==> config.mk <==
export PLATFORM = sky130hd
export DESIGN_NAME = core_peripheral_clock_gating
export DESIGN_NICKNAME = d
export VERILOG_FILES = /design/src/design/clock_gating_pkg.sv /design/src/design/clk_gate_cell.sv /design/src/design/clk_divider.sv /design/src/design/core_peripheral_clock_gating.sv
export SDC_FILE = /design/constraint.sdc
export NUM_CORES = 1
export LEC_CHECK = 0
export BUFFER_PORTS_ARGS = -buffer_cell sky130_fd_sc_hd__clkbuf_2
export CAP_MARGIN = 20
export CORE_MARGIN = 10
export CORE_UTILIZATION = 55
export DETAILED_ROUTE_END_ITERATION = 10
export GPL_ROUTABILITY_DRIVEN = 0
export GPL_TIMING_DRIVEN = 0
export PLACE_DENSITY = 0.87
export SYNTH_ARGS = -nofsm -noshare
export SYNTH_HDL_FRONTEND = slang
export SYNTH_SLANG_ARGS = --single-unit
==> constraint.sdc <==
create_clock -name clock -period 3.4 [get_ports clock]
set_input_delay 0.68 -clock clock [delete_from_list [all_inputs] [get_ports clock]]
set_output_delay 0.68 -clock clock [all_outputs]
set_load 0.03 [all_outputs]
==> src/design/clock_gating_pkg.sv <==
package clock_gating_pkg;

  // ----------------------------------------------------------------
  // peripheral identifiers
  // ----------------------------------------------------------------
  localparam int PER_N          = 32;
  localparam int ID_FAST_IRQ    = 0;
  localparam int ID_SYS_CTRL    = 1;
  localparam int ID_PORT_A      = 2;
  localparam int ID_CONVERTER   = 4;
  localparam int ID_SPI         = 5;
  localparam int ID_SERIAL0     = 6;
  localparam int ID_SERIAL1     = 7;
  localparam int ID_SYNC_SERIAL = 8;
  localparam int ID_TWO_WIRE    = 9;
  localparam int ID_PULSE_WIDTH = 10;
  localparam int ID_USB_DEV     = 11;
  localparam int ID_TIMER0      = 12;
  localparam int ID_TIMER1      = 13;
  localparam int ID_TIMER2      = 14;
  localparam int ID_EXT_EXTERNAL_INTERRUPT_0    = 30;
  localparam int ID_EXT_EXTERNAL_INTERRUPT_1    = 31;

  // bits that software may gate: 0, 2, 5..14, 30, 31
  localparam logic [PER_N-1:0] GATEABLE_MASK = 32'hc000_7fe5;
  localparam logic [PER_N-1:0] PER_EN_RST    = 32'h0000_0000;

  // ----------------------------------------------------------------
  // source selection and prescaler
  // ----------------------------------------------------------------
  localparam int PRES_W = 3;
  localparam int CNT_W  = 6;
  localparam int PROG_N = 3;

  localparam logic [1:0]        SRC_SLOW = 2'h0;
  localparam logic [1:0]        SRC_MAIN = 2'h1;
  localparam logic [1:0]        SRC_PLL  = 2'h2;
  localparam logic [PRES_W-1:0] PRES_MAX = 3'h6;
  localparam logic [PRES_W-1:0] PRES_RST = 3'h0;

  typedef struct packed {
    logic [1:0]        src;
    logic [PRES_W-1:0] pres;
  } clk_sel_t;

  typedef struct packed {
    logic             setStb;
    logic             clrStb;
    logic [PER_N-1:0] mask;
  } per_cmd_t;

  typedef enum logic {
    CPU_RUN  = 1'b0,
    CPU_IDLE = 1'b1
  } cpu_state_t;

endpackage : clock_gating_pkg

==> src/design/clk_gate_cell.sv <==
`timescale 1ns/100ps
module clk_gate_cell
  import clock_gating_pkg::*;
(
  // clock and reset
  input  wire logic clock,
  input  wire logic rst_n,
  input  wire logic ce,
  // source and request
  input  wire logic srcLevel,
  input  wire logic enReq,
  // gated clock
  output logic      gatedClk,
  output logic      gateOn
);

  logic enable_r;
  logic gated_r;

  // ----------------------------------------------------------------
  // gate
  // ----------------------------------------------------------------
  // switch while low
  always_ff @(posedge clock)
  begin
    if (!rst_n)
    begin
      enable_r <= 1'b0;
      gated_r  <= 1'b0;
    end
    else if (ce)
    begin
      if (!srcLevel)
        enable_r <= enReq;
      gated_r <= srcLevel & enable_r;
    end
  end

  assign gatedClk = gated_r;
  assign gateOn   = enable_r;

  // ----------------------------------------------------------------
  // checks
  // ----------------------------------------------------------------
  a_gate_switch_low: assert property (@(posedge clock) disable iff (!rst_n)
    (enable_r != $past(enable_r)) |-> !$past(srcLevel))
    else $error("gate enable changed while source high");
  a_gate_off_quiet: assert property (@(posedge clock) disable iff (!rst_n)
    (ce && !enable_r) |=> !gated_r)
    else $error("gated clock pulsed while gate off");

endmodule : clk_gate_cell

==> src/design/clk_divider.sv <==
`timescale 1ns/100ps
module clk_divider
  import clock_gating_pkg::*;
(
  // clock and reset
  input  wire logic              clock,
  input  wire logic              rst_n,
  input  wire logic              ce,
  // source and ratio
  input  wire logic              srcLevel,
  input  wire logic [PRES_W-1:0] pres,
  // divided clock
  output logic                   divClk
);

  logic              srcPrev_r;
  logic              div_r;
  logic [CNT_W-1:0]  edgeCnt_r;
  logic [PRES_W-1:0] presEff;
  logic [CNT_W-1:0]  halfLimit;
  logic              srcRise;
  logic              atLimit;

  // ----------------------------------------------------------------
  // ratio decode: half period is 2^(pres-1) source periods
  // ----------------------------------------------------------------
  assign presEff   = (pres > PRES_MAX) ? PRES_MAX : pres;
  assign halfLimit = (presEff == PRES_RST) ? 6'h00
                   : CNT_W'((7'h01 << presEff) >> 1) - 6'h01;
  assign srcRise   = srcLevel & ~srcPrev_r;
  assign atLimit   = (edgeCnt_r >= halfLimit);

  // ----------------------------------------------------------------
  // counter and output
  // ----------------------------------------------------------------
  // programmable divide
  always_ff @(posedge clock)
  begin
    if (!rst_n)
    begin
      srcPrev_r <= 1'b0;
      div_r     <= 1'b0;
      edgeCnt_r <= 6'h00;
    end
    else if (ce)
    begin
      srcPrev_r <= srcLevel;
      if (presEff == PRES_RST)
        div_r <= srcLevel;  // divide by one
      else if (srcRise)
      begin
        edgeCnt_r <= atLimit ? 6'h00 : edgeCnt_r + 6'h01;
        if (atLimit)
          div_r <= ~div_r;
      end
    end
  end

  assign divClk = div_r;

  // ----------------------------------------------------------------
  // checks
  // ----------------------------------------------------------------
  a_div_toggle_limit: assert property (@(posedge clock) disable iff (!rst_n)
    (ce && presEff != PRES_RST && srcRise && atLimit) |=> (div_r != $past(div_r)))
    else $error("divider did not toggle at limit");

endmodule : clk_divider

==> src/design/core_peripheral_clock_gating.sv <==
`timescale 1ns/100ps
// Behaviour
// - all clocks from slow, main, pll sources
// - processor, usb, per-peripheral gated clocks, ungated master clock
// - three programmable clock outputs
// - master clock source and prescaler programmable
// - processor clock stops in idle until interrupt
// - identifier is bit index of set/clear
// - fixed identifier map, reserved bits ignored
// - set/clear of system or converter ignored
// - system controller clock always running
// - converter clock auto-starts on conversion request
// - converter sleep mode stops clock after conversion
module core_peripheral_clock_gating
  import clock_gating_pkg::*;
(
  // clock and reset
  input  wire logic                    clock,
  input  wire logic                    rst_n,
  input  wire logic                    ce,
  // source clock pins
  input  wire logic                    slowRcClock,
  input  wire logic                    mainOscClock,
  input  wire logic                    pllOutClock,
  // clock configuration
  input  wire clk_sel_t                masterSel,
  input  wire logic [PRES_W-1:0]       usbPres,
  input  wire logic                    usbEnable,
  input  wire clk_sel_t [PROG_N-1:0]   progSel,
  input  wire logic [PROG_N-1:0]       progEnable,
  // peripheral gating commands
  input  wire per_cmd_t                perCmd,
  // processor idle and wake
  input  wire logic                    idleReq,
  input  wire logic                    wakeIrq,
  // converter activity
  input  wire logic                    convStart,
  input  wire logic                    convDone,
  input  wire logic                    convSleep,
  // generated clocks
  output logic                         processorClock,
  output logic                         masterClock,
  output logic                         usbPortClock,
  output logic [PER_N-1:0]             peripheralClock,
  output logic [PROG_N-1:0]            progClock,
  // status
  output logic [PER_N-1:0]             perClkStatus,
  output logic                         cpuIdle
);

  logic [2:0]       srcMeta_r;
  logic [2:0]       srcSync_r;
  logic [PER_N-1:0] perEnReq_r;
  logic [PER_N-1:0] perEnReq_nxt;
  logic [PER_N-1:0] perEnEff;
  logic             convClkOn_r;
  logic             convClkOn_nxt;
  cpu_state_t       cpuState_r;
  cpu_state_t       cpuState_nxt;
  logic             slowLvl;
  logic             mainLvl;
  logic             pllLvl;
  logic             masterSrcLvl;
  logic             masterLvl;
  logic             usbLvl;
  logic             cpuGateOn;

  // ----------------------------------------------------------------
  // source synchronisers
  // ----------------------------------------------------------------
  // three source clocks
  always_ff @(posedge clock)
  begin
    if (!rst_n)
    begin
      srcMeta_r <= 3'h0;
      srcSync_r <= 3'h0;
    end
    else if (ce)
    begin
      srcMeta_r <= {pllOutClock, mainOscClock, slowRcClock};
      srcSync_r <= srcMeta_r;
    end
  end

  assign slowLvl = srcSync_r[0];
  assign mainLvl = srcSync_r[1];
  assign pllLvl  = srcSync_r[2];

  // source select for a clock selection field
  function automatic logic pickSrc(input logic [1:0] sel, input logic s, input logic m, input logic p);
    logic r;
    r = s;
    case (sel)
      SRC_SLOW: r = s;
      SRC_MAIN: r = m;
      SRC_PLL:  r = p;
      default:  r = s;
    endcase
    return r;
  endfunction : pickSrc

  // ----------------------------------------------------------------
  // master clock
  // ----------------------------------------------------------------
  // source and prescale
  assign masterSrcLvl = pickSrc(masterSel.src, slowLvl, mainLvl, pllLvl);

  clk_divider u_master_div (
    .clock    (clock),
    .rst_n    (rst_n),
    .ce       (ce),
    .srcLevel (masterSrcLvl),
    .pres     (masterSel.pres),
    .divClk   (masterLvl)
  );

  assign masterClock = masterLvl;

  // ----------------------------------------------------------------
  // processor idle state
  // ----------------------------------------------------------------
  // idle until interrupt
  always_comb
  begin
    cpuState_nxt = cpuState_r;
    case (cpuState_r)
      CPU_RUN:  if (idleReq && !wakeIrq) cpuState_nxt = CPU_IDLE;
      CPU_IDLE: if (wakeIrq) cpuState_nxt = CPU_RUN;
      default:  cpuState_nxt = CPU_RUN;
    endcase
  end

  always_ff @(posedge clock)
  begin
    if (!rst_n)
      cpuState_r <= CPU_RUN;
    else if (ce)
      cpuState_r <= cpuState_nxt;
  end

  assign cpuIdle = (cpuState_r == CPU_IDLE);

  clk_gate_cell u_cpu_gate (
    .clock    (clock),
    .rst_n    (rst_n),
    .ce       (ce),
    .srcLevel (masterLvl),
    .enReq    (cpuState_r == CPU_RUN),
    .gatedClk (processorClock),
    .gateOn   (cpuGateOn)
  );

  // ----------------------------------------------------------------
  // usb port clock from pll
  // ----------------------------------------------------------------
  // usb clock
  clk_divider u_usb_div (
    .clock    (clock),
    .rst_n    (rst_n),
    .ce       (ce),
    .srcLevel (pllLvl),
    .pres     (usbPres),
    .divClk   (usbLvl)
  );

  clk_gate_cell u_usb_gate (
    .clock    (clock),
    .rst_n    (rst_n),
    .ce       (ce),
    .srcLevel (usbLvl),
    .enReq    (usbEnable),
    .gatedClk (usbPortClock),
    .gateOn   ()
  );

  // ----------------------------------------------------------------
  // peripheral enable commands
  // ----------------------------------------------------------------
  // identifier as bit index
  assign perEnReq_nxt = ((perEnReq_r & ~(perCmd.clrStb ? perCmd.mask : PER_EN_RST))
                        | (perCmd.setStb ? perCmd.mask : PER_EN_RST)) & GATEABLE_MASK;

  assign convClkOn_nxt = convStart | (convClkOn_r & ~(convDone & convSleep));

  always_ff @(posedge clock)
  begin
    if (!rst_n)
    begin
      perEnReq_r  <= PER_EN_RST;
      convClkOn_r <= 1'b0;
    end
    else if (ce)
    begin
      perEnReq_r  <= perEnReq_nxt;
      convClkOn_r <= convClkOn_nxt;
    end
  end

  always_comb
  begin
    perEnEff               = perEnReq_r;
    perEnEff[ID_SYS_CTRL]  = 1'b1;
    perEnEff[ID_CONVERTER] = convClkOn_r;
  end

  // ----------------------------------------------------------------
  // peripheral gates
  // ----------------------------------------------------------------
  // independent peripheral clocks
  genvar gi;
  generate
    for (gi = 0; gi < PER_N; gi++)
    begin : g_per
      clk_gate_cell u_per_gate (
        .clock    (clock),
        .rst_n    (rst_n),
        .ce       (ce),
        .srcLevel (masterLvl),
        .enReq    (perEnEff[gi]),
        .gatedClk (peripheralClock[gi]),
        .gateOn   (perClkStatus[gi])
      );
    end
  endgenerate

  // ----------------------------------------------------------------
  // programmable clock outputs
  // ----------------------------------------------------------------
  // three programmable outputs
  generate
    for (gi = 0; gi < PROG_N; gi++)
    begin : g_prog
      logic progSrcLvl;
      logic progLvl;
      assign progSrcLvl = pickSrc(progSel[gi].src, slowLvl, mainLvl, pllLvl);
      clk_divider u_prog_div (
        .clock    (clock),
        .rst_n    (rst_n),
        .ce       (ce),
        .srcLevel (progSrcLvl),
        .pres     (progSel[gi].pres),
        .divClk   (progLvl)
      );
      clk_gate_cell u_prog_gate (
        .clock    (clock),
        .rst_n    (rst_n),
        .ce       (ce),
        .srcLevel (progLvl),
        .enReq    (progEnable[gi]),
        .gatedClk (progClock[gi]),
        .gateOn   ()
      );
    end
  endgenerate

  // ----------------------------------------------------------------
  // checks
  // ----------------------------------------------------------------
  // system gate must be on after any low master phase, whatever the commands did
  a_sys_ctrl_on: assert property (@(posedge clock) disable iff (!rst_n)
    (ce && !masterLvl) |=> perClkStatus[ID_SYS_CTRL])
    else $error("system controller clock gate not on");
  // a gate still closing from an earlier conversion is left out of the antecedent
  a_cmd_ignore_conv: assert property (@(posedge clock) disable iff (!rst_n)
    (ce && perCmd.setStb && perCmd.mask[ID_CONVERTER] && !convStart && !convClkOn_r
     && !perClkStatus[ID_CONVERTER])
    |=> !perClkStatus[ID_CONVERTER] && !convClkOn_r)
    else $error("converter clock started by set command");
  a_set_enables: assert property (@(posedge clock) disable iff (!rst_n)
    (ce && perCmd.setStb && perCmd.mask[ID_SPI]) |=> perEnReq_r[ID_SPI])
    else $error("set command did not enable its bit");
  a_clear_disables: assert property (@(posedge clock) disable iff (!rst_n)
    (ce && perCmd.clrStb && !perCmd.setStb && perCmd.mask[ID_TIMER0]) |=> !perEnReq_r[ID_TIMER0])
    else $error("clear command did not disable its bit");
  a_reserved_low: assert property (@(posedge clock) disable iff (!rst_n)
    ##1 !perEnReq_r[3] && !perEnReq_r[20] && !perEnReq_r[29])
    else $error("reserved identifier became enabled");
  a_idle_wake: assert property (@(posedge clock) disable iff (!rst_n)
    (ce && wakeIrq) |=> cpuState_r == CPU_RUN)
    else $error("interrupt did not wake processor");
  a_idle_gate_off: assert property (@(posedge clock) disable iff (!rst_n)
    (ce && cpuIdle && !masterLvl) |=> !cpuGateOn)
    else $error("processor gate still on in idle");
  a_conv_autostart: assert property (@(posedge clock) disable iff (!rst_n)
    (ce && convStart) |=> convClkOn_r ##0 perEnEff[ID_CONVERTER])
    else $error("converter clock not started on request");
  a_conv_sleep_stop: assert property (@(posedge clock) disable iff (!rst_n)
    (ce && convDone && convSleep && !convStart) |=> !convClkOn_r)
    else $error("converter clock not stopped in sleep mode");

  c_idle_wake:   cover property (@(posedge clock) disable iff (!rst_n)
    cpuIdle ##[1:50] !cpuIdle);
  c_conv_sleep:  cover property (@(posedge clock) disable iff (!rst_n)
    convStart ##[1:50] (convDone && convSleep));
  c_per_enable:  cover property (@(posedge clock) disable iff (!rst_n)
    perCmd.setStb ##[1:50] peripheralClock[ID_SPI]);
  c_prog_toggle: cover property (@(posedge clock) disable iff (!rst_n)
    progClock[0] ##[1:50] !progClock[0]);

endmodule : core_peripheral_clock_gating

# Word level (Yosys, flattened, before mapping)
# Cells that the tools add are included.
[word_totals] word_cells=215 ff_bits=104
[classes] addsub=10 n_bitwise=49 eq_ne=8 n_lt_le_gt_ge=10 shifts=5 reduce_logical=32 muxes=39
[ops] cell="$mux 32" count=2
[ops] cell="$mux 6" count=10
[ops] cell="$shl 1x3->7 const A" count=5
[ops] cell="$and 32x32->32" count=1
[ops] cell="$not 32->32" count=1
[ops] cell="$or 32x32->32" count=1
[ops] cell="$add 6x1->6 const B" count=5
[ops] cell="$ge 6x6->1" count=5
[ops] cell="$reduce_and 3->1" count=10
[ops] cell="$sub 6x1->6 const B" count=5
[ops] cell="$and 1x1->1" count=28
[ops] cell="$reduce_bool 2->1" count=10
[ops] cell="$mux 1" count=17
[ops] cell="$not 1->1" count=17
[ops] cell="$gt 3x3->1 const B" count=5
[ops] cell="$logic_not 3->1" count=5
[ops] cell="$mux 3" count=5
[ops] cell="$pmux 1 s2" count=5
[ops] cell="$reduce_and 2->1" count=5
[ops] cell="$eq 2x1->1 const B" count=4
[ops] cell="$eq 2x2->1 const B" count=4
[ops] cell="$logic_and 1x1->1" count=1
[ops] cell="$logic_not 1->1" count=1
[ops] cell="$or 1x1->1" count=1

# Depth between registers and ports, before layout
# Gate-level depths: netlist of the first run.
[depth] depth_word=9 mapped_depth=12

# Modules after synthesis
# From an unflattened synthesis of the first run, not the netlist that was laid out.
[hier_totals] hier_cells=849 hier_area_um2=7576.0
[by_module_without_submodules] mod="clk_gate_cell" cells_per_inst=9 n_inst=37 area_each_um2=88.8
[by_module_without_submodules] mod="clk_divider at g_prog[0].u_prog_div ..." cells_per_inst=78 n_inst=4 area_each_um2=639.4
[by_module_without_submodules] mod="core_peripheral_clock_gating" cells_per_inst=136 n_inst=1 area_each_um2=1136.1
[by_module_without_submodules] mod="clk_divider at u_usb_div" cells_per_inst=68 n_inst=1 area_each_um2=595.6

# Worst setup path before layout of the first run
# Ideal clock, no wire load.
[synth_timing] kind="input port to flip-flop" start="input port usbPres[1]" end="register u_usb_div.div_r (netlist: u_usb_div.divClk)" path_stages=11 required_ns=3.326 t_arrival_ns=2.851 path_slack_ns=0.475 path_buffers=1 cell_sequence="inv_1 -> ha_1 -> nor2_1 -> a22o_1 -> a222oi_1 -> ha_1 -> and3_1 -> a221oi_1 -> clkbuf_1 -> o311ai_0 -> a31oi_1"
[synth_between] elab_chain_len=8 elab_cells_between_ends=11 cone_classes="1 x add/sub; 2 x order compare; 1 x shift; 3 x mux; 4 x reduce/logical"
[synth_lines] item="from (decl)" line_no="core_peripheral_clock_gating.sv:27" rtl="input wire logic [PRES_W-1:0] usbPres,"
[synth_lines] item="$gt 3x3->1" line_no="clk_divider.sv:27" rtl="assign presEff = (pres > PRES_MAX) ? PRES_MAX : pres;"
[synth_lines] item="$mux 3 *" line_no="clk_divider.sv:27"
[synth_lines] item="$shl 1x3->7" line_no="clk_divider.sv:29" rtl=": CNT_W'((7'h01 << presEff) >> 1) - 6'h01;"
[synth_lines] item="$sub 6x1->6" line_no="clk_divider.sv:29"
[synth_lines] item="$mux 6" line_no="clk_divider.sv:28" rtl="assign halfLimit = (presEff == PRES_RST) ? 6'h00"
[synth_lines] item="$ge 6x6->1" line_no="clk_divider.sv:31" rtl="assign atLimit = (edgeCnt_r >= halfLimit);"
[synth_lines] item="$reduce_bool 2->1 (no line)"
[synth_lines] item="$reduce_and 3->1 (no line)"
[synth_lines] item="to (signal assigned)" line_no="clk_divider.sv:49" rtl="div_r <= srcLevel;"
[synth_lines] item="to (signal assigned)" line_no="clk_divider.sv:54" rtl="div_r <= ~div_r;"
[synth_lines] item="to (decl)" line_no="clk_divider.sv:17" rtl="logic div_r;"
# Every way passes the cells marked *; elsewhere a longest branch is shown, timed or not.
# A chain may end at the register's enable or synchronous reset.

# Worst setup path after layout of the first run
[layout_timing] start="input port usbPres[1]" end="register u_usb_div.edgeCnt_r[4]"
[layout_between] elab_chain_len=7 elab_cells_between_ends=10 cone_classes="1 x add/sub; 2 x order compare; 1 x shift; 3 x mux; 1 x bitwise; 2 x reduce/logical"
[layout_lines] item="$gt 3x3->1" line_no="clk_divider.sv:27"
[layout_lines] item="$mux 3 *" line_no="clk_divider.sv:27"
[layout_lines] item="$shl 1x3->7" line_no="clk_divider.sv:29"
[layout_lines] item="$sub 6x1->6" line_no="clk_divider.sv:29"
[layout_lines] item="$mux 6" line_no="clk_divider.sv:28"
[layout_lines] item="$ge 6x6->1" line_no="clk_divider.sv:31"
[layout_lines] item="$mux 6" line_no="clk_divider.sv:52" rtl="edgeCnt_r <= atLimit ? 6'h00 : edgeCnt_r + 6'h01;"
[layout_lines] item="to (signal assigned)" line_no="clk_divider.sv:52"
[layout_lines] item="to (decl)" line_no="clk_divider.sv:18" rtl="logic [CNT_W-1:0] edgeCnt_r;"
# Marks and branches as above.

==> impl_summary.txt, run 1 <==
----------------------------------------------------
[Clocking]
  Library cell used as clock root buffer ... sky130_fd_sc_hd__clkbuf_16
  Postcts setup bufs ... 0
  Reg clk slew, reported paths ... 80 ps
  Clock sinks ... 104
  Post-CTS sizing ... 0
  Hold buffer count at cts ... 0
  TritonCTS clock tree ... done
  Clk buf depth ... 2
  Depth of the CTS H-tree ... 3
  TritonCTS Buffers ... 9
  Insertion delay to the later sink of the worst-skew pair ... 340 ps

[Timing]
  Worst Hold Margin ... 459.6 ps
  Transition time of the tightest slew-check pin ... 777.2 ps
  Final setup viols ... 0
  Final worst path period need ... 3125 ps
  Number of max-slew violations in the final report ... 0
  Max_slew headroom ... 0.4771
  Final cycle utilization of the critical path ... 0.9191
  Setup repair after global routing missed its margin ... no
  Skew final ... 9.260 ps
  Upper clock frequency limit ... 0.3200 GHz
  Hold violation count in the final report ... 0

[Logic synthesis]
  Per-instance average area after synthesis ... 8.111 um^2
  Leading cell type by number of instances after synthesis ... sky130_fd_sc_hd__dfxtp_1
  Library cell with the largest summed area after synthesis ... sky130_fd_sc_hd__dfxtp_1
  Share of the yosys chip area belonging to registers ... 0.3338
  Dominant cells by area after synthesis ... sky130_fd_sc_hd__dfxtp_1 (33%), sky130_fd_sc_hd__ha_1 (12%), sky130_fd_sc_hd__buf_4 (8.1%)
  Synth async-reset ratio ... 0
  Yosys warnings ... 0
  Portion of synthesized cell area occupied by the leading cell type ... 0.3338
  Primary FF master, synth ... sky130_fd_sc_hd__dfxtp_1
  Synth cell types ... 61
  Post-synth EDFFs ... 0
  Top cell types by occurrence after synthesis ... sky130_fd_sc_hd__dfxtp_1 (104), sky130_fd_sc_hd__nand2_1 (91), sky130_fd_sc_hd__a21oi_1 (75), sky130_fd_sc_hd__buf_4 (67), sky130_fd_sc_hd__nand3_1 (60)
  Number of cells produced by synthesis ... 769
  Total of flip-flops plus latches after synthesis ... 104
  Combined area of all synthesized cells ... 0.006237 mm^2

[Critical path]
  Arrival time worst endpoint ... 3400 ps
  RR Startpoint ... u_usb_div.edgeCnt_r[0]$_SDFFE_PN0P_
  Launching element type of the critical path ... input port
  Critical path endpoint category ... flop
  Setup slack of the worst register-to-register path ... 1270 ps
  Type of the worst setup path ... in -> reg
  Start point of the critical path ... usbPres[1]
  Worst-path fanout max ... 10
  Worst path required time ... 3680 ps

[Floorplanning]
  Y dimension of the die ... 126.5 um
  Area of the core region ... 0.01098 mm^2
  Initial cell density of the core ... 0.5679
  Die area ... 0.01600 mm^2
  IO Pins ... 143
  Horizontal die dimension ... 126.5 um
  Number of cell rows ... 38

[Final layout]
  Area Overhead vs Synth ... 17.01%
  Fin nets ... 1033
  Post-route insts no fill ... 1048
  Share of the core filled with cells ... 0.6645
  Antenna Diode Count ... 0
  Fraction of final layout cells sized beyond drive strength 1 ... 0.2126
  Area of all placed cells without fillers ... 0.007298 mm^2

[Global route]
  Via count of the first global-routing pass ... 5257
  Number of antenna violations at the first check in global routing ... 0
  Overall Global Routing Usage ... 0.1805
  Global-route wire length before repair ... 24.90 mm
  Final global-route overflow total ... 0
  Maximum number of pins on one net before global-route repair ... 22

[Detailed routing]
  Routed len/inst ... 14.67 um
  DR pass1 iterations ... 5
  Detailed-route via count ... 5774
  Remaining design rule violation count ... 0
  Count of nets left with antenna violations after detail routing ... 0
  Initial detailed-routing violation count ... 448
  Number of vias per cell ... 5.510
  Sum of routed wire length over all layers ... 15.38 mm

[Placed design]
  Number of instances in the placed design ... 1032
  Instance area at placement ... 0.006989 mm^2
  Number of buffer cells added on primary ports ... 92
  HPWL after detailed placement ... 11.79 mm

[Worst hold path]
  Worst hold-check path type ... reg -> reg
  Hold path startpoint ... perEnReq_r[6]$_SDFFE_PN0P_

[Run]
  Max Cap Viol ... 0

[Power and ir drop]
  Static leakage ... 3.255 nW
  Power Dens Cells ... 382.2 mW/mm^2
  Maximum vdd ir drop ... 289.8 uV

[Status]
  Run status ... finished, final reports clean

----------------------------------------------------
flip-flops by register name (all words and copies together) (netlist names), 6 cells and up:
signal / count
g_per.u_per_gate.gateOn: 16
g_per.u_per_gate.gatedClk: 16
g_prog.u_prog_div.edgeCnt_r: 18
perEnReq_r: 14
u_master_div.edgeCnt_r: 6
u_usb_div.edgeCnt_r: 6
layer usage:
metal,track usage,vias to the layer above,share of wire
li1,-,2902,-
met1,0.2247,2617,0.43
met2,0.2989,224,0.47
met3,0.04040,31,0.077
met4,0.06497,0,0.024
met5,0,-,0
worst max-delay path, cell delays in order:
cell	delay, ps
sky130_fd_sc_hd__clkbuf_2	160
sky130_fd_sc_hd__inv_1	100
sky130_fd_sc_hd__ha_1	320
sky130_fd_sc_hd__nor2_1	60
sky130_fd_sc_hd__a22o_1	230
sky130_fd_sc_hd__a222oi_1	280
sky130_fd_sc_hd__ha_1	290
sky130_fd_sc_hd__and3_1	150
sky130_fd_sc_hd__a221oi_1	410
sky130_fd_sc_hd__clkbuf_1	370
sky130_fd_sc_hd__nand3_1	160
sky130_fd_sc_hd__o22ai_1	190
kinds of logic after synthesis:
| group | synth area share |
|---|---|
| other | 0.0006012 |
| flip-flops | 0.3338 |
| adder cells (fa/ha/maj) | 0.1163 |
| AO/OA/AOI/OAI | 0.1805 |
| buffers and inverters | 0.1316 |
| XOR/XNOR | 0.005616 |
| multiplexers | 0.02086 |
| AND/OR/NAND/NOR | 0.2106 |
final timing paths:
path                                             end  depth (start not counted)
max              u_usb_div.edgeCnt_r[4]$_SDFFE_PN0P_                         12
min reg2reg  g_per[6].u_per_gate.gateOn$_SDFFE_PN0P_                          2
max reg2reg      u_usb_div.edgeCnt_r[4]$_SDFFE_PN0P_                          8
min          g_per[6].u_per_gate.gateOn$_SDFFE_PN0P_                          2
cells in the final DEF (no fill, tap or decap), types with 5 or more instances in the layout:
master / netlist / routed
sky130_fd_sc_hd__clkbuf_1: 23 / 23
sky130_fd_sc_hd__a21oi_1: 75 / 75
sky130_fd_sc_hd__nand3b_1: 6 / 6
sky130_fd_sc_hd__a32oi_1: 14 / 14
sky130_fd_sc_hd__nor2_1: 48 / 48
sky130_fd_sc_hd__clkbuf_16: 0 / 9
sky130_fd_sc_hd__nand3_1: 60 / 60
sky130_fd_sc_hd__a31oi_1: 15 / 15
sky130_fd_sc_hd__o21ai_0: 11 / 11
sky130_fd_sc_hd__and3_1: 8 / 8
sky130_fd_sc_hd__buf_2: 5 / 5
sky130_fd_sc_hd__conb_1: 1 / 32
sky130_fd_sc_hd__o22ai_1: 11 / 11
sky130_fd_sc_hd__clkbuf_2: 0 / 92
sky130_fd_sc_hd__nor2b_1: 7 / 7
sky130_fd_sc_hd__nand2b_1: 6 / 6
sky130_fd_sc_hd__dfxtp_1: 104 / 104
sky130_fd_sc_hd__nand4_1: 9 / 9
sky130_fd_sc_hd__ha_1: 58 / 58
sky130_fd_sc_hd__buf_4: 67 / 67
sky130_fd_sc_hd__inv_1: 50 / 50
sky130_fd_sc_hd__a211oi_1: 9 / 9
sky130_fd_sc_hd__mux2i_1: 13 / 13
sky130_fd_sc_hd__o21a_1: 5 / 5
sky130_fd_sc_hd__nand2_1: 91 / 91
sky130_fd_sc_hd__nor4_1: 7 / 7
area by class of cell:
| cell class | count | area (um^2) |
|---|---|---|
| Clock buffer | 9 | 225.2 |
| Fill cell | 917 | 3685 |
| Sequential cell | 104 | 2082 |
| Timing Repair Buffer | 92 | 460.4 |
| Buffer | 99 | 629.4 |
| Inverter | 51 | 191.4 |
| Tap cell | 140 | 175.2 |
| Multi-Input combinational cell | 546 | 3451 |
| Clock inverter | 7 | 83.83 |
power by group:
group	switching, mW	leakage [nW]	internal (mW)	total (mW)
clock network	0.518	0.151	0.529	1.05
registers	0.0292	0.844	1.25	1.28
logic	0.290	2.26	0.173	0.464
total	0.837	3.26	1.95	2.79
through the flow:
stage / setup WS [ps] / total power, mW / TNS [ps]
global route: 40.08 / 2.900 / 0
floorplan: 474.5 / 1.637 / 0
finish: 275.0 / 2.790 / 0
global placement: -47.41 / 1.751 / -90.77
CTS: 266.4 / 2.788 / 0
detailed placement: -76.50 / 1.761 / -223.1
No activity file was read; power rests on OpenSTA's default activity.
==> inputs of run 2 (changes only) <==
--- a/config.mk
+++ b/config.mk
@@ -8,11 +8,11 @@
 export BUFFER_PORTS_ARGS = -buffer_cell sky130_fd_sc_hd__clkbuf_2
 export CAP_MARGIN = 20
 export CORE_MARGIN = 10
-export CORE_UTILIZATION = 55
+export CORE_UTILIZATION = 45
 export DETAILED_ROUTE_END_ITERATION = 10
 export GPL_ROUTABILITY_DRIVEN = 0
 export GPL_TIMING_DRIVEN = 0
-export PLACE_DENSITY = 0.87
+export PLACE_DENSITY = 0.74
 export SYNTH_ARGS = -nofsm -noshare
 export SYNTH_HDL_FRONTEND = slang
 export SYNTH_SLANG_ARGS = --single-unit
==> run 2 against run 1 <==
Against the previous run: global-route usage is 1.7 points lower; register-to-register slack hardly changed; sequential power barely moved; sequential cell count unchanged; critical endpoint unchanged; largest power group unchanged.
==> impl_summary.txt, run 2 (synthesized netlist as in run 1, its figures left out) <==
----------------------------------------------------
[Final layout]
  Register containing the most flip-flops in the final layout ... g_prog.u_prog_div.edgeCnt_r
  Area of all placed cells without fillers ... 0.007355 mm^2 (+0.77%)
  # fillers ... 1268 (+38%)
  Area Overhead vs Synth ... 17.91%
  Commonest cells after routing, fill and taps aside ... sky130_fd_sc_hd__dfxtp_1 (104), sky130_fd_sc_hd__clkbuf_2 (92), sky130_fd_sc_hd__nand2_1 (91)
  Sequential cell area ... 0.002082 mm^2 (unchanged)
  Fin nets ... 1033 (unchanged)
  Antenna Diode Count ... 0 (unchanged)
  Max FFs per register ... 18 (unchanged)
  Share of the core filled with cells ... 0.5488 (-0.1157)
  Multi-input gate area ... 0.003451 mm^2 (unchanged)
  Fraction of final layout cells sized beyond drive strength 1 ... 0.2126 (unchanged)
  Leading cell type in the layout, fill and taps excluded ... sky130_fd_sc_hd__dfxtp_1

[Detailed routing]
  Detailed-route via count ... 5697 (-1.3%)
  Routed len/inst ... 14.64 um (-0.21%)
  Sum of routed wire length over all layers ... 15.87 mm (+3.2%)
  Count of nets left with antenna violations after detail routing ... 0 (unchanged)
  Number of vias per cell ... 5.256 (-4.6%)
  Remaining design rule violation count ... 0 (unchanged)
  DR pass1 iterations ... 5 (unchanged)
  Initial detailed-routing violation count ... 364 (-19%)

[Timing]
  Final worst slack ... 264.2 ps (-10.84 ps)
  Number of max-slew violations in the final report ... 0 (unchanged)
  Worst Hold Margin ... 459.1 ps (-0.5140 ps)
  Transition time of the tightest slew-check pin ... 682.6 ps (-94.61 ps)
  Skew final ... 11.51 ps (+2.246 ps)
  Setup repair after global routing missed its margin ... no
  Final worst path period need ... 3136 ps (+10.84 ps)
  Final cycle utilization of the critical path ... 0.9223 (+0.003188)
  Max_slew headroom ... 0.5407 (+0.06365)
  Final setup viols ... 0 (unchanged)
  Upper clock frequency limit ... 0.3189 GHz (-0.35%)
  Aggregate negative setup slack ... 0 ps (unchanged)
  Hold violation count in the final report ... 0 (unchanged)

[Placed design]
  Worst Setup Slack post-DPL ... -95.62 ps (-19.11 ps)
  HPWL after detailed placement ... 12.24 mm (+3.7%)
  Number of buffer cells added on primary ports ... 92 (unchanged)
  Instance area at placement ... 0.007034 mm^2 (+0.64%)

[Critical path]
  Worst-path fanout max ... 10 (unchanged)
  Master of the slowest instance on the critical path ... sky130_fd_sc_hd__a221oi_1
  Cell type with the highest occurrence count on the critical path ... sky130_fd_sc_hd__ha_1
  Critical path endpoint category ... flop
  RR Startpoint ... g_prog[0].u_prog_div.edgeCnt_r[0]$_SDFFE_PN0P_
  Launching element type of the critical path ... input port
  Worst path required time ... 3680 ps (about the same)
  Type of the worst setup path ... in -> reg
  Number of cells on the worst reg-to-reg path ... 7 (-1)
  Longest individual stage delay on the worst path ... 390 ps (-20 ps)
  Arrival time worst endpoint ... 3420 ps (+20 ps)
  Setup slack of the worst register-to-register path ... 1280 ps (about the same)
  Critical-path cell list ... clkbuf_2 > inv_1 > ha_1 > nor2_1 > a22o_1 > a222oi_1 > ha_1 > and3_1 > a221oi_1 > clkbuf_1 > nand3_1 > o22ai_1
  Critical R2R Capture ... g_prog[0].u_prog_div.edgeCnt_r[2]$_SDFFE_PN0P_

[Clocking]
  Insertion delay to the later sink of the worst-skew pair ... 350 ps (about the same)
  Depth of the CTS H-tree ... 3 (unchanged)
  TritonCTS Buffers ... 9 (unchanged)
  Postcts setup bufs ... 0 (unchanged)
  Clk buf depth ... 2 (unchanged)
  Reg clk slew, reported paths ... 80 ps (about the same)
  Hold buffer count at cts ... 0 (unchanged)
  TritonCTS clock tree ... done
  Post-CTS sizing ... 0 (unchanged)
  Library cell used as clock root buffer ... sky130_fd_sc_hd__clkbuf_16
  Clock sinks ... 104 (unchanged)

[Floorplanning]
  Area of the core region ... 0.01340 mm^2 (+22%)
  Die area ... 0.01897 mm^2 (+19%)
  Number of cell rows ... 42 (+11%)
  Horizontal die dimension ... 137.7 um (+8.9%)
  IO Pins ... 143 (unchanged)
  Initial cell density of the core ... 0.4655 (-0.1024)
  Y dimension of the die ... 137.7 um (+8.9%)

[Worst hold path]
  Hold path startpoint ... convClkOn_r$_SDFFE_PN0P_
  End point of the worst hold path ... g_per[4].u_per_gate.gateOn$_SDFFE_PN0P_
  Cell count of the worst hold path ... 2 (unchanged)
  Worst hold-check path type ... reg -> reg

[Global route]
  Global-route wire length before repair ... 25.74 mm (+3.4%)
  Number of antenna violations at the first check in global routing ... 0 (unchanged)
  Maximum number of pins on one net before global-route repair ... 21 (-4.5%)
  Overall Global Routing Usage ... 0.1632 (-0.01731)
  Final global-route overflow total ... 0 (unchanged)
  Via count of the first global-routing pass ... 5306 (+0.93%)

[Power and ir drop]
  Maximum vdd ir drop ... 278.3 uV (-4.0%)
  Power Dens Cells ... 386.9 mW/mm^2 (+1.2%)
  Static leakage ... 3.261 nW (+0.16%)

[Status]
  Run status ... finished, final reports clean

[Run]
  Max Cap Viol ... 0 (unchanged)

----------------------------------------------------
==> run 2: where the power goes <==
group	internal [mW]	switching, mW	total [mW]
registers	1.25	0.0293	1.28
logic	0.173	0.290	0.463
clock network	0.594	0.510	1.10
total	2.02	0.829	2.85
==> run 2: final cells by class <==
class,instances,area share
Sequential cell,104,0.2831
Tap cell,176,0.02994
Timing Repair Buffer,92,0.06261
Clock buffer,9,0.03062
Multi-Input combinational cell,546,0.4692
Inverter,51,0.02603
Buffer,99,0.08557
Clock inverter,7,0.01293
==> run 2: how the worst max path moves through the flow <==
stage,start,end,cells past startpoint
after floorplan,usbPres[1],u_usb_div.divClk$_SDFFE_PN0P_,11
after global placement,usbPres[1],u_usb_div.edgeCnt_r[4]$_SDFFE_PN0P_,12
after detailed placement,usbPres[1],u_usb_div.edgeCnt_r[4]$_SDFFE_PN0P_,12
after CTS,usbPres[1],u_usb_div.edgeCnt_r[4]$_SDFFE_PN0P_,12
after global routing,usbPres[1],u_usb_div.divClk$_SDFFE_PN0P_,12
final,usbPres[1],u_usb_div.edgeCnt_r[4]$_SDFFE_PN0P_,12
==> run 2: critical path: cells and delay by family <==
family	cells	cell delay, ps
AND/OR/NAND/NOR	3	360
AO/OA/AOI/OAI	4	1130
adder cells (fa/ha/maj)	2	620
buffers and inverters	3	630
==> run 2: per-stage QoR <==
stage	power, mW	cells
4_1_cts	2.852	1084
6_report	2.845	1084
3_5_place_dp	1.765	1068
2_1_floorplan	1.637	800
3_3_place_gp	1.757	1068
5_1_grt	2.962	1084
==> run 2: routing by layer <==
| layer | vias to the layer above | routed length [um] | track usage |
|---|---|---|---|
| li1 | 2923 | - | - |
| met1 | 2612 | 7244 | 0.2085 |
| met2 | 147 | 7457 | 0.2773 |
| met3 | 15 | 981 | 0.02950 |
| met4 | 0 | 189 | 0.03998 |
| met5 | - | 0 | 0 |
==> inputs of run 3 (changes only) <==
==> constraint.sdc (replaced) <==
create_clock -name clock -period 3.15 [get_ports clock]
set_input_delay 0.7875 -clock clock [delete_from_list [all_inputs] [get_ports clock]]
set_output_delay 0.7875 -clock clock [all_outputs]
set_load 0.03 [all_outputs]
==> run 3 against run 2 <==
Against the previous run: highest routed layer unchanged; via count increased by 0.28%; global-route usage unchanged; combinational power increased by 8.9%; sequential power increased by 8%; wire length increased by 0.26%.
==> impl_summary.txt, run 3 (synthesized netlist as in run 1, its figures left out) <==
----------------------------------------------------
[Status]
  Run status ... finished, final reports clean

[Final layout]
  Area of all placed cells without fillers ... 0.007385 mm^2 (+0.41%)
  Area Overhead vs Synth ... 18.40%
  Fraction of final layout cells sized beyond drive strength 1 ... 0.2184 (+0.005886)
  # fillers ... 1266 (-0.16%)
  Leading cell type in the layout, fill and taps excluded ... sky130_fd_sc_hd__dfxtp_1
  Fin nets ... 1036 (+0.29%)
  Antenna Diode Count ... 0 (unchanged)
  Max FFs per register ... 18 (unchanged)
  Post-route insts no fill ... 1087 (+0.28%)
  Commonest cells after routing, fill and taps aside ... sky130_fd_sc_hd__dfxtp_1 (104), sky130_fd_sc_hd__nand2_1 (91), sky130_fd_sc_hd__clkbuf_2 (90)
  Register containing the most flip-flops in the final layout ... g_prog.u_prog_div.edgeCnt_r

[Power and ir drop]
  Maximum vdd ir drop ... 300.3 uV (+7.9%)
  Power Dens Cells ... 416.8 mW/mm^2 (+7.7%)
  Proportion of power drawn by combinational gates ... 0.164 (about the same)
  Switching fraction of total power ... 0.2919 (+0.0005202)
  Static leakage ... 3.275 nW (+0.45%)
  Total net switching power ... 0.8984 mW (+8.4%)
  Fraction of power consumed by sequential logic ... 0.449 (about the same)
  Clock network fraction of total power ... 0.388 (about the same)
  Design internal power ... 2.179 mW (+8.1%)
  PnR Total Power ... 3.078 mW (+8.2%)

[Critical path]
  Arrival time worst endpoint ... 3260 ps (-160 ps)
  Worst path required time ... 3430 ps (-250 ps)
  Critical path endpoint category ... flop
  Worst-path fanout max ... 7 (-3)
  Launching element type of the critical path ... input port
  Number of cells on the worst reg-to-reg path ... 7 (unchanged)
  Type of the worst setup path ... in -> reg

[Worst hold path]
  Cell count of the worst hold path ... 2 (unchanged)
  Worst hold-check path type ... reg -> reg

[Detailed routing]
  Sum of routed wire length over all layers ... 15.91 mm (+0.26%)
  DR pass1 iterations ... 5 (unchanged)
  Count of nets left with antenna violations after detail routing ... 0 (unchanged)
  Number of vias per cell ... 5.256 (about the same)
  Initial detailed-routing violation count ... 349 (-4.1%)
  Routed len/inst ... 14.64 um (about the same)
  Detailed-route via count ... 5713 (+0.28%)
  Remaining design rule violation count ... 0 (unchanged)

[Clocking]
  Clock sinks ... 104 (unchanged)
  TritonCTS Buffers ... 9 (unchanged)
  Reg clk slew, reported paths ... 80 ps (about the same)
  Depth of the CTS H-tree ... 3 (unchanged)
  TritonCTS clock tree ... done
  Library cell used as clock root buffer ... sky130_fd_sc_hd__clkbuf_16
  Clk buf depth ... 2 (unchanged)
  Insertion delay to the later sink of the worst-skew pair ... 350 ps (about the same)

[Timing]
  Final worst path period need ... 2976 ps
  Final cycle utilization of the critical path ... 0.9448
  Hold violation count in the final report ... 0 (unchanged)
  Final setup viols ... 0 (unchanged)
  Skew final ... 11.35 ps (-0.1582 ps)
  Max_slew headroom ... 0.5145 (-0.02623)
  Aggregate negative setup slack ... 0 ps (unchanged)
  Number of max-slew violations in the final report ... 0 (unchanged)
  Transition time of the tightest slew-check pin ... 722.7 ps (+40.08 ps)
  Upper clock frequency limit ... 0.3360 GHz

[Placed design]
  Number of buffer cells added on primary ports ... 92 (unchanged)
  Instance area at placement ... 0.007034 mm^2 (unchanged)
  HPWL after detailed placement ... 12.24 mm (unchanged)
  Number of instances in the placed design ... 1068 (unchanged)

[Floorplanning]
  Number of cell rows ... 42 (unchanged)
  Area of the core region ... 0.01340 mm^2 (unchanged)
  Y dimension of the die ... 137.7 um (unchanged)
  Die area ... 0.01897 mm^2 (unchanged)
  IO Pins ... 143 (unchanged)
  Initial cell density of the core ... 0.4655 (unchanged)
  Horizontal die dimension ... 137.7 um (unchanged)

[Global route]
  Maximum number of pins on one net before global-route repair ... 21 (unchanged)
  Overall Global Routing Usage ... 0.1632 (unchanged)
  Via count of the first global-routing pass ... 5306 (unchanged)
  Number of antenna violations at the first check in global routing ... 0 (unchanged)
  Final global-route overflow total ... 0 (unchanged)
  Global-route wire length before repair ... 25.74 mm (unchanged)

[Run]
  Max Cap Viol ... 0 (unchanged)

----------------------------------------------------
[run 3: critical path, stage by stage]
cell and delay, ps:
sky130_fd_sc_hd__buf_2 140, sky130_fd_sc_hd__inv_1 90, sky130_fd_sc_hd__ha_1 310, sky130_fd_sc_hd__nor2_1 60
sky130_fd_sc_hd__a22o_1 240, sky130_fd_sc_hd__a222oi_1 340, sky130_fd_sc_hd__ha_1 310, sky130_fd_sc_hd__and3_1 150
sky130_fd_sc_hd__a221oi_2 330, sky130_fd_sc_hd__buf_4 200, sky130_fd_sc_hd__nand3_1 100, sky130_fd_sc_hd__o22ai_1 190
[run 3: routing by layer]
layer | wire length [um] | global-route usage | up-vias
met3 | 992 | 0.02950 | 15
met5 | 0 | 0 | -
met4 | 188 | 0.03998 | 0
met1 | 7257 | 0.2085 | 2621
met2 | 7475 | 0.2773 | 150
li1 | - | - | 2927
[run 3: final timing paths]
check	endpoint	start	slack, ps
setup reg to reg	g_prog[0].u_prog_div.edgeCnt_r[2]$_SDFFE_PN0P_	g_prog[0].u_prog_div.edgeCnt_r[0]$_SDFFE_PN0P_	1030
hold reg to reg	g_per[4].u_per_gate.gateOn$_SDFFE_PN0P_	convClkOn_r$_SDFFE_PN0P_	460
hold / removal	g_per[4].u_per_gate.gateOn$_SDFFE_PN0P_	convClkOn_r$_SDFFE_PN0P_	460
setup / recovery	u_usb_div.edgeCnt_r[4]$_SDFFE_PN0P_	usbPres[2]	170
[run 3: metrics by stage]
step	worst slack, ps	hold WS (ps)	util
floorplan	117.0	431.5	-
global placement	-459.7	442.7	0.5249
finish	173.8	459.1	0.5511
global route	-23.27	486.3	0.5511
detailed placement	-453.1	444.6	0.5249
CTS	5.726	460.9	0.5489
[run 3: power by group through the flow]
| stage | sequential, mW | clock (mW) | combinational, mW |
|---|---|---|---|
| 5_1_grt | 1.38 | 1.25 | 0.563 |
| 3_5_place_dp | 1.41 | 0 | 0.495 |
| 3_3_place_gp | 1.41 | 0 | 0.487 |
| 6_report | 1.38 | 1.19 | 0.504 |
| 4_1_cts | 1.38 | 1.20 | 0.498 |
| 2_1_floorplan | 1.40 | 0 | 0.364 |
[run 3: cell type report]
type / instances / area, um^2 / share of cell area
Multi-Input combinational cell: 546 / 3457 / 0.4681
Clock buffer: 9 / 225.2 / 0.03050
Tap cell: 176 / 220.2 / 0.02982
Buffer: 99 / 633.1 / 0.08573
Timing Repair Buffer: 95 / 480.5 / 0.06506
Inverter: 51 / 191.4 / 0.02592
Clock inverter: 7 / 95.09 / 0.01288
Sequential cell: 104 / 2082 / 0.2819
[run 3: repair_timing]
item | CTS | global route
hold buffers | 0 | 0
pin swaps | 0 | 4
resized for setup | 1 | 7
setup endpoints to repair | 7 | 7
setup buffers | 0 | 2
hold endpoints to repair | 0 | 0
cloned | 0 | 1
